`src/common/scm_pkg.sv`:
```
// Package: constants and types shared by the monitor and the flash control end
package scm_pkg;
  localparam int CHANNELS = 12;
  localparam int CLK_HZ = 50000000;
  // Tick period in microseconds
  localparam int TICK_US = 1000;
  localparam int TICK_CYCLES = (CLK_HZ / 1000000) * TICK_US;
  // Thresholds in milliseconds
  localparam int START_HOLD_MS = 2500;
  localparam int CONFLICT_MS = 325;
  localparam int MISSING_MS = 850;
  localparam int OVERLAP_MS = 850;
  localparam int TICKS_START = START_HOLD_MS * 1000 / TICK_US;
  localparam int TICKS_CONFLICT = CONFLICT_MS * 1000 / TICK_US;
  localparam int TICKS_MISSING = MISSING_MS * 1000 / TICK_US;
  localparam int TICKS_OVERLAP = OVERLAP_MS * 1000 / TICK_US;
  localparam int CNT_W = 16;
  // Indication bit positions within one channel
  localparam int IND_GREEN = 0;
  localparam int IND_YELLOW = 1;
  localparam int IND_WALK = 2;
  localparam int IND_RED = 3;
  localparam int IND_W = 4;
  typedef logic [IND_W-1:0] scm_ind_t;
  typedef enum logic [1:0] {SCM_START, SCM_FLASH, SCM_RUN} scm_state_t;
endpackage

```
`src/common/scm_link_if.sv`:
```
// Interface: relay and status wires between monitor and flash control
`timescale 1ns/10ps
interface scm_link_if;
  logic start_hold;
  logic flash_release;
  modport monitor (
    output start_hold,
    output flash_release
  );
  modport flasher (
    input start_hold,
    input flash_release
  );
endinterface

```
`src/scm_monitor.sv`:
```
// Monitor end: conflict, overlap and missing-indication detection
`timescale 1ns/10ps
// Summary of operation
// - Twelve channels, four indications each
// - Incompatible non-red indications on two channels conflict
// - Two indications together on one channel overlap
// - No indication on a channel is missing
// - Drive startup hold and flash release relays
// - Hold system reset 2.5 s after power up
// - Flash after power up and on faults
// - Highway through flashes yellow or red
// - Left turns and cross streets flash red
// - Advance warning keeps running in flash
// - Controller keeps cycling phases in flash
// - Flash control blocks controller colour outputs
// - Leave flash only when monitor says safe
// - Conflict qualifies after 325 ms
// - Missing indication qualifies after 850 ms
// - Latch faults until manual reset
// - Compatible channel pairs never conflict
module scm_monitor #(
  parameter int CHANNELS = scm_pkg::CHANNELS,
  parameter int TICK_CYCLES = scm_pkg::TICK_CYCLES,
  parameter int TICKS_START = scm_pkg::TICKS_START,
  parameter int TICKS_CONFLICT = scm_pkg::TICKS_CONFLICT,
  parameter int TICKS_MISSING = scm_pkg::TICKS_MISSING,
  parameter int TICKS_OVERLAP = scm_pkg::TICKS_OVERLAP
) (
  input wire logic CORE_CLK,
  input wire logic RST_B,
  scm_link_if.monitor LINK,
  input wire logic [CHANNELS*scm_pkg::IND_W-1:0] FIELD_IN,
  input wire logic [CHANNELS*CHANNELS-1:0] COMPAT,
  input wire logic MAN_RESET,
  output logic [CHANNELS-1:0] CONFLICT_FAULT,
  output logic [CHANNELS-1:0] OVERLAP_FAULT,
  output logic [CHANNELS-1:0] MISSING_FAULT,
  output logic FAULT
);
  localparam int CW = scm_pkg::CNT_W;

  logic [CHANNELS*scm_pkg::IND_W-1:0] in_s1;
  logic [CHANNELS*scm_pkg::IND_W-1:0] in_s2;
  logic [1:0] mr_sync;
  logic [31:0] div_cnt;
  logic [31:0] next_div_cnt;
  logic tick;
  logic next_tick;
  scm_pkg::scm_state_t state;
  scm_pkg::scm_state_t next_state;
  logic [CW-1:0] start_cnt;
  logic [CW-1:0] next_start_cnt;
  logic [CW-1:0] conf_cnt [CHANNELS];
  logic [CW-1:0] next_conf_cnt [CHANNELS];
  logic [CW-1:0] ovl_cnt [CHANNELS];
  logic [CW-1:0] next_ovl_cnt [CHANNELS];
  logic [CW-1:0] miss_cnt [CHANNELS];
  logic [CW-1:0] next_miss_cnt [CHANNELS];
  logic [CHANNELS-1:0] conf_raw;
  logic [CHANNELS-1:0] ovl_raw;
  logic [CHANNELS-1:0] miss_raw;
  logic [CHANNELS-1:0] next_conf_f;
  logic [CHANNELS-1:0] next_ovl_f;
  logic [CHANNELS-1:0] next_miss_f;
  logic next_fault;
  logic next_hold;
  logic next_release;

  function automatic scm_pkg::scm_ind_t chan_ind(
    input logic [CHANNELS*scm_pkg::IND_W-1:0] v, input int c);
    chan_ind = v[c*scm_pkg::IND_W +: scm_pkg::IND_W];
  endfunction

  // Green, yellow or walk lit; red never conflicts
  function automatic logic go_lit(input scm_pkg::scm_ind_t i);
    go_lit = i[scm_pkg::IND_GREEN] | i[scm_pkg::IND_YELLOW] |
      i[scm_pkg::IND_WALK];
  endfunction

  // Advance a qualification timer; restarts when the cause goes away
  function automatic logic [CW-1:0] qual(input logic cond,
    input logic [CW-1:0] cnt, input logic tk, input int lim);
    if (!cond) begin
      qual = '0;
    end else if (tk && cnt < CW'(lim)) begin
      qual = cnt + CW'(1);
    end else begin
      qual = cnt;
    end
  endfunction

  // ***************************************************************
  // Tick divider and startup sequence
  // ***************************************************************
  always_comb begin
    next_div_cnt = div_cnt + 32'h1;
    next_tick = 1'b0;
    if (div_cnt == 32'(TICK_CYCLES - 1)) begin
      next_div_cnt = 32'h0;
      next_tick = 1'b1;
    end
    next_state = state;
    next_start_cnt = start_cnt;
    case (state)
      scm_pkg::SCM_START: begin
        if (tick) begin
          next_start_cnt = start_cnt + CW'(1);
        end
        if (start_cnt >= CW'(TICKS_START)) begin
          next_state = scm_pkg::SCM_FLASH;
        end
      end
      scm_pkg::SCM_FLASH: begin
        if (!next_fault) begin
          next_state = scm_pkg::SCM_RUN;
        end
      end
      scm_pkg::SCM_RUN: begin
        if (next_fault) begin
          next_state = scm_pkg::SCM_FLASH;
        end
      end
      default: next_state = scm_pkg::SCM_START;
    endcase
    next_hold = (next_state == scm_pkg::SCM_START);
    next_release = (next_state == scm_pkg::SCM_RUN);
  end

  // ***************************************************************
  // Fault detection
  // ***************************************************************
  always_comb begin
    for (int c = 0; c < CHANNELS; c++) begin
      scm_pkg::scm_ind_t ic;
      ic = chan_ind(in_s2, c);
      conf_raw[c] = 1'b0;
      for (int d = 0; d < CHANNELS; d++) begin
        if (d != c && go_lit(ic) && go_lit(chan_ind(in_s2, d)) &&
            !COMPAT[c*CHANNELS + d] && !COMPAT[d*CHANNELS + c]) begin
          conf_raw[c] = 1'b1;
        end
      end
      ovl_raw[c] = ($countones(ic) > 1);
      miss_raw[c] = (ic == '0);
      next_conf_cnt[c] = qual(conf_raw[c], conf_cnt[c], tick,
        TICKS_CONFLICT);
      next_ovl_cnt[c] = qual(ovl_raw[c], ovl_cnt[c], tick, TICKS_OVERLAP);
      next_miss_cnt[c] = qual(miss_raw[c], miss_cnt[c], tick,
        TICKS_MISSING);
      // Latched; only manual reset clears, and a live fault wins over it
      next_conf_f[c] = (conf_cnt[c] >= CW'(TICKS_CONFLICT)) ||
        (CONFLICT_FAULT[c] && !mr_sync[1]);
      next_ovl_f[c] = (ovl_cnt[c] >= CW'(TICKS_OVERLAP)) ||
        (OVERLAP_FAULT[c] && !mr_sync[1]);
      next_miss_f[c] = (miss_cnt[c] >= CW'(TICKS_MISSING)) ||
        (MISSING_FAULT[c] && !mr_sync[1]);
    end
    next_fault = |{next_conf_f, next_ovl_f, next_miss_f};
  end

  always_ff @(posedge CORE_CLK or negedge RST_B) begin
    if (!RST_B) begin
      in_s1 <= '0;
      in_s2 <= '0;
      mr_sync <= 2'h0;
      div_cnt <= 32'h0;
      tick <= 1'b0;
      state <= scm_pkg::SCM_START;
      start_cnt <= '0;
      for (int c = 0; c < CHANNELS; c++) begin
        conf_cnt[c] <= '0;
        ovl_cnt[c] <= '0;
        miss_cnt[c] <= '0;
      end
      CONFLICT_FAULT <= '0;
      OVERLAP_FAULT <= '0;
      MISSING_FAULT <= '0;
      FAULT <= 1'b0;
      LINK.start_hold <= 1'b1;
      LINK.flash_release <= 1'b0;
    end else begin
      in_s1 <= FIELD_IN;
      in_s2 <= in_s1;
      mr_sync <= {mr_sync[0], MAN_RESET};
      div_cnt <= next_div_cnt;
      tick <= next_tick;
      state <= next_state;
      start_cnt <= next_start_cnt;
      conf_cnt <= next_conf_cnt;
      ovl_cnt <= next_ovl_cnt;
      miss_cnt <= next_miss_cnt;
      CONFLICT_FAULT <= next_conf_f;
      OVERLAP_FAULT <= next_ovl_f;
      MISSING_FAULT <= next_miss_f;
      FAULT <= next_fault;
      LINK.start_hold <= next_hold;
      LINK.flash_release <= next_release;
    end
  end
endmodule

```
`src/flat_wrapper.sv`:
```
// flat-port wrapper written by rule: the top's interface ports become plain ports
module scm_monitor_flat 
#(
  parameter int CHANNELS = scm_pkg::CHANNELS,
  parameter int TICK_CYCLES = scm_pkg::TICK_CYCLES,
  parameter int TICKS_START = scm_pkg::TICKS_START,
  parameter int TICKS_CONFLICT = scm_pkg::TICKS_CONFLICT,
  parameter int TICKS_MISSING = scm_pkg::TICKS_MISSING,
  parameter int TICKS_OVERLAP = scm_pkg::TICKS_OVERLAP
)
  (CORE_CLK, RST_B, FIELD_IN, COMPAT, MAN_RESET, CONFLICT_FAULT, OVERLAP_FAULT, MISSING_FAULT, FAULT, LINK_start_hold, LINK_flash_release);
  scm_link_if LINK_i ();
  input wire logic CORE_CLK;
  input wire logic RST_B;
  input wire logic [CHANNELS*scm_pkg::IND_W-1:0] FIELD_IN;
  input wire logic [CHANNELS*CHANNELS-1:0] COMPAT;
  input wire logic MAN_RESET;
  output logic [CHANNELS-1:0] CONFLICT_FAULT;
  output logic [CHANNELS-1:0] OVERLAP_FAULT;
  output logic [CHANNELS-1:0] MISSING_FAULT;
  output logic FAULT;
  output wire logic [$bits(LINK_i.start_hold)-1:0] LINK_start_hold;
  output wire logic [$bits(LINK_i.flash_release)-1:0] LINK_flash_release;
  assign LINK_start_hold = LINK_i.start_hold;
  assign LINK_flash_release = LINK_i.flash_release;
  scm_monitor #(.CHANNELS(CHANNELS), .TICK_CYCLES(TICK_CYCLES), .TICKS_START(TICKS_START), .TICKS_CONFLICT(TICKS_CONFLICT), .TICKS_MISSING(TICKS_MISSING), .TICKS_OVERLAP(TICKS_OVERLAP)) u_core (.CORE_CLK(CORE_CLK), .RST_B(RST_B), .LINK(LINK_i), .FIELD_IN(FIELD_IN), .COMPAT(COMPAT), .MAN_RESET(MAN_RESET), .CONFLICT_FAULT(CONFLICT_FAULT), .OVERLAP_FAULT(OVERLAP_FAULT), .MISSING_FAULT(MISSING_FAULT), .FAULT(FAULT));
endmodule
```
`config.mk`:
```
export PLATFORM = sky130hd
export DESIGN_NAME = scm_monitor_flat
export DESIGN_NICKNAME = d
export VERILOG_FILES = /design/src/common/scm_pkg.sv /design/src/common/scm_link_if.sv /design/src/scm_monitor.sv /design/src/flat_wrapper.sv
export SDC_FILE = /design/constraint.sdc
export NUM_CORES = 1
export LEC_CHECK = 0
export BUFFER_PORTS_ARGS = -buffer_cell sky130_fd_sc_hd__buf_2
export CAP_MARGIN = 0
export CORE_UTILIZATION = 45
export CTS_CLUSTER_SIZE = 20
export DETAILED_ROUTE_END_ITERATION = 8
export PLACE_DENSITY = 0.77
export SYNTH_ARGS = -nofsm -noshare
export SYNTH_HDL_FRONTEND = slang
export SYNTH_SLANG_ARGS = --single-unit
```
`constraint.sdc`:
```
create_clock -name CORE_CLK -period 3 [get_ports CORE_CLK]
set_input_delay 0.3 -clock CORE_CLK [delete_from_list [all_inputs] [get_ports CORE_CLK]]
set_output_delay 0.3 -clock CORE_CLK [all_outputs]
set_load 0.01 [all_outputs]
```
==> flow_metrics.py <==
metrics = {
    "status": {
        "status": "finished, final reports clean",
    },
    "timing": {
        "timing.final.crit_period_ns": 2.915,
        "setup-tns-final_ns": 0,
        "fmax_mhz": 343.0,
        "setup_viol": 0,
        "rsz0062_at_grt": "yes",
        "hold_viol": 0,
        "worst_slew_pin_slew_ns": 0.8453,
        "period_share_pct": 97.17,
        "fin_skew_ns": 0.04361,
        "maxSlewHeadroom_pct": 43.21,
        "maxSlewViolCount": 0,
    },
    "setup_path": {
        "worst_setup_path_end_kind": "register",
        "crit_buf_inv": 0,
        "crit_slowest_cell": "nor4_1",
        "worstSetupPathType": "reg2reg",
        "path_cells": "or4_1 > nor4_1 > nand3_1 > nor4_2 > nand4_1 > or3_4 > nor2_1",
        "cp.arrival_ns": 3.50,
        "crit_fanout": 3,
        "cp_data_required_time_ns": 3.58,
        "worst_setup_path_start_kind": "register",
        "regToRegStartpoint": "u_core.miss_cnt[126]",
        "critPathLaunch": "u_core.miss_cnt[126]",
        "path_delay_family": "simple AND/OR/NAND/NOR gates",
        "critPathMaxStageDelay_ns": 0.57,
    },
    "power": {
        "power.leakage_nw": 19.92,
        "finalPower_w": 0.02223,
        "ir_drop_mv": 0.4142,
        "p_per_area_mw_per_mm2": 517.6,
    },
    "die": {
        "dieWidth_um": 284.4,
        "die-area_mm2": 0.08090,
        "start_util_pct": 45.44,
        "boundaryPins": 234,
        "coreArea_mm2": 0.07900,
        "dieHeight_um": 284.4,
        "num_rows": 103,
    },
    "synthesis": {
        "synthMuxAreaShare_pct": 0.2789,
        "synth_edf_count": 0,
        "syn_area_mm2": 0.03590,
        "synth_xor_xnor_area_share_pct": 7.198,
        "syn_inst": 3555,
        "synth_compound_gate_area_share_pct": 7.825,
        "yosys.area_share.simple_pct": 23.27,
        "ys.warnings.count": 0,
        "syn-num-nets": 3897,
        "synthArstFlopShare_pct": 100.0,
        "synth-main-ff-cell": "dfrtp_1",
        "ys_seq_area_share_pct": 53.26,
        "yosysUniqueCellTypes": 67,
        "synth_fa_ha_area_share_pct": 5.375,
        "synth-seq-cells": 764,
        "avgSynthCellArea_um2": 10.10,
        "synth_top_family_by_area": "simple AND/OR/NAND/NOR gates",
    },
    "placed_design": {
        "hpwlAfterDp_um": 59960,
        "dp_cells": 4886,
        "globalplace.congestion": 0.9693,
        "portBuffers": 221,
    },
    "routing": {
        "wl_per_cell_um": 16.92,
        "drt_pass1_iterations": 5,
        "viasPerCell": 5.452,
        "drc_errors": 0,
        "vias": 27760,
        "drt-total-wl_um": 86130,
        "first_iter_violations": 1956,
        "antenna_left": 0,
    },
    "cts": {
        "clockRootBuffer": "clkbuf_16",
        "path_clk_slew_ns": 0.06,
        "cts_tree": "built",
        "clockBufferDepth": 3,
        "clock_sinks": 764,
        "htreeDepth": 3,
        "clk_latency_ns": 0.66,
        "cts_made_buffers": 81,
    },
    "layout": {
        "instances_no_fill": 5091,
        "fillers": 6661,
        "layout-drive-gt1-share_pct": 14.11,
        "syn2layout_area_growth_pct": 19.63,
        "n_antenna_cell": 0,
        "nNetsFinal": 4317,
    },
    "run": {
        "drv_cap": 0,
    },
    "global_route": {
        "overflow": 0,
        "grt_max_degree": 76,
        "grt_pass1_wl_um": 140400,
        "first_global_vias": 27640,
        "antenna_found_initial": 6,
        "grt_use_total_pct": 21.32,
    },
    "hold_path": {
        "hp-class": "in2async",
    },
}
## path summary, 6_finish.rpt
| path | to | slack, ns | cells after the start |
|---|---|---|---|
| max in group asynchronous | u_core.conf_cnt[188] | 1.74 | 3 |
| worst min-delay path | u_core.ovl_cnt[19] | 0.29 | 2 |
| worst min register to register | u_core.in_s2[22] | 0.34 | 0 |
| worst max register to register | u_core.LINK.flash_release | 0.08 | 7 |
| worst max-delay path | u_core.LINK.flash_release | 0.08 | 7 |
| min in group CORE_CLK | u_core.in_s1[7] | 0.29 | 2 |
## metal layers
metal / vias to the layer above / global-route usage (%) / share of wire [%]
li1: 13260 / - / -
met1: 13610 / 28.04 / 44
met2: 713 / 35.20 / 47
met3: 171 / 3.299 / 4.8
met4: 0 / 8.669 / 3.7
met5: - / 0 / 0
## cell usage after synthesis (7+ instances only)
master       n  share of area [%]
inv_1      179                1.9
o2111ai_1   13               0.32
or3_1       45               0.78
a21o_1       7               0.15
nand4_1     71                1.2
o211a_1      9               0.25
clkbuf_1    71               0.74
xnor2_1    137                3.3
mux2i_1     10               0.28
nor3_1     115                1.6
or2_2       11               0.19
nor2_1     600                6.3
a21oi_1    127                1.8
and2_1      54               0.94
buf_1       12               0.13
nor4b_1      8               0.20
a31oi_1     64                1.1
nand4bb_1   11               0.35
ha_1       135                4.7
and3_1      90                1.6
a211oi_1    29               0.61
nor2b_1     74                1.3
xor2_1     158                3.9
a32o_1       7               0.20
o211ai_1    26               0.54
fa_1        12               0.67
nand3_1    100                1.4
nor4_1     117                2.0
a211o_1      8               0.20
nor4bb_1     9               0.25
a41oi_1     47                1.1
o21ai_0     30               0.42
dfrtp_1    763                 53
nand2b_1     9               0.16
and4_1      25               0.61
nand2_1    245                2.6
or4_1       49                1.0
a2111oi_0    9               0.22
## per-stage QoR
step / hold slack (ns) / area (um^2) / util, % / setup WS (ns)
floorplan: 0.004409 / 35900 / - / 0.1009
global placement: 0.3322 / 39350 / 49.81 / -0.04675
detailed placement: 0.3347 / 39350 / 49.81 / -0.09247
CTS: 0.2541 / 42760 / 54.13 / 0.01656
global route: 0.2797 / 42940 / 54.36 / -0.05320
finish: 0.2865 / 42940 / 54.36 / 0.08476
## cell families after synthesis
logic type,after synthesis
AOI/OAI and AO/OA,409
xor gates and xnor gates,295
adders and majority gates,147
buffers and inverters,266
DFF,764
muxes,10
and+or+nand+nor,1664
## cell usage in the layout (no fill, tap or decap), types with 9 or more instances in the layout
cell type,count
dfrtp_1,763
nor2_1,600
nand2_1,245
buf_2,221
inv_1,179
xor2_1,158
xnor2_1,137
ha_1,135
a21oi_1,127
buf_4,127
nor3_1,114
nor4_1,106
nand3_1,100
and3_1,90
clkbuf_16,82
nand4_1,71
nor2b_1,68
a31oi_1,64
and2_1,54
dlygate4sd3_1,50
a41oi_1,47
or3_1,45
or4_1,45
o21ai_0,30
a211oi_1,28
o211ai_1,26
and4_1,25
clkbuf_8,18
buf_12,18
clkinv_2,16
o2111ai_1,13
nor4_2,12
fa_1,12
nand4bb_1,11
or2_2,11
mux2i_1,10
nand2b_1,9
bufinv_16,9
## repair_timing
action                                  4_1_cts  5_1_grt
pin swaps                                     1        7
setup buffers                                 0        4
gates resized for setup                       5       37
cloned                                        0        2
endpoints found under the hold margin       105        0
endpoints found under the setup margin        6       40
hold buffers                                 50        0
## registers in the layout, indices dropped and copies added, names as in the netlist, 12 cells and up
signal and count:
u_core.miss_cnt 192, u_core.CONFLICT_FAULT 12, u_core.in_s2 48, u_core.div_cnt 32, u_core.ovl_cnt 192, u_core.in_s1 48
u_core.OVERLAP_FAULT 12, u_core.MISSING_FAULT 12, u_core.conf_cnt 192, u_core.start_cnt 16
## where the power goes
group / total (W) / switching (W) / internal [W] / leakage [nW]
registers: 0.0104 / 0.0000352 / 0.0104 / 10.4
clock network: 0.0106 / 0.00430 / 0.00630 / 1.41
logic: 0.00121 / 0.000803 / 0.000409 / 8.07
## cell type report
class | count | area, um^2 | area share [%]
Timing Repair Buffer | 423 | 3003 | 6.993
Tap cell | 1050 | 1314 | 3.059
Clock inverter | 42 | 560.5 | 1.305
Clock buffer | 107 | 2326 | 5.417
Multi-Input combinational cell | 2525 | 15940 | 37.13
Inverter | 180 | 675.6 | 1.573
Sequential cell | 764 | 19120 | 44.52
Power figures use the tool's default switching activity.
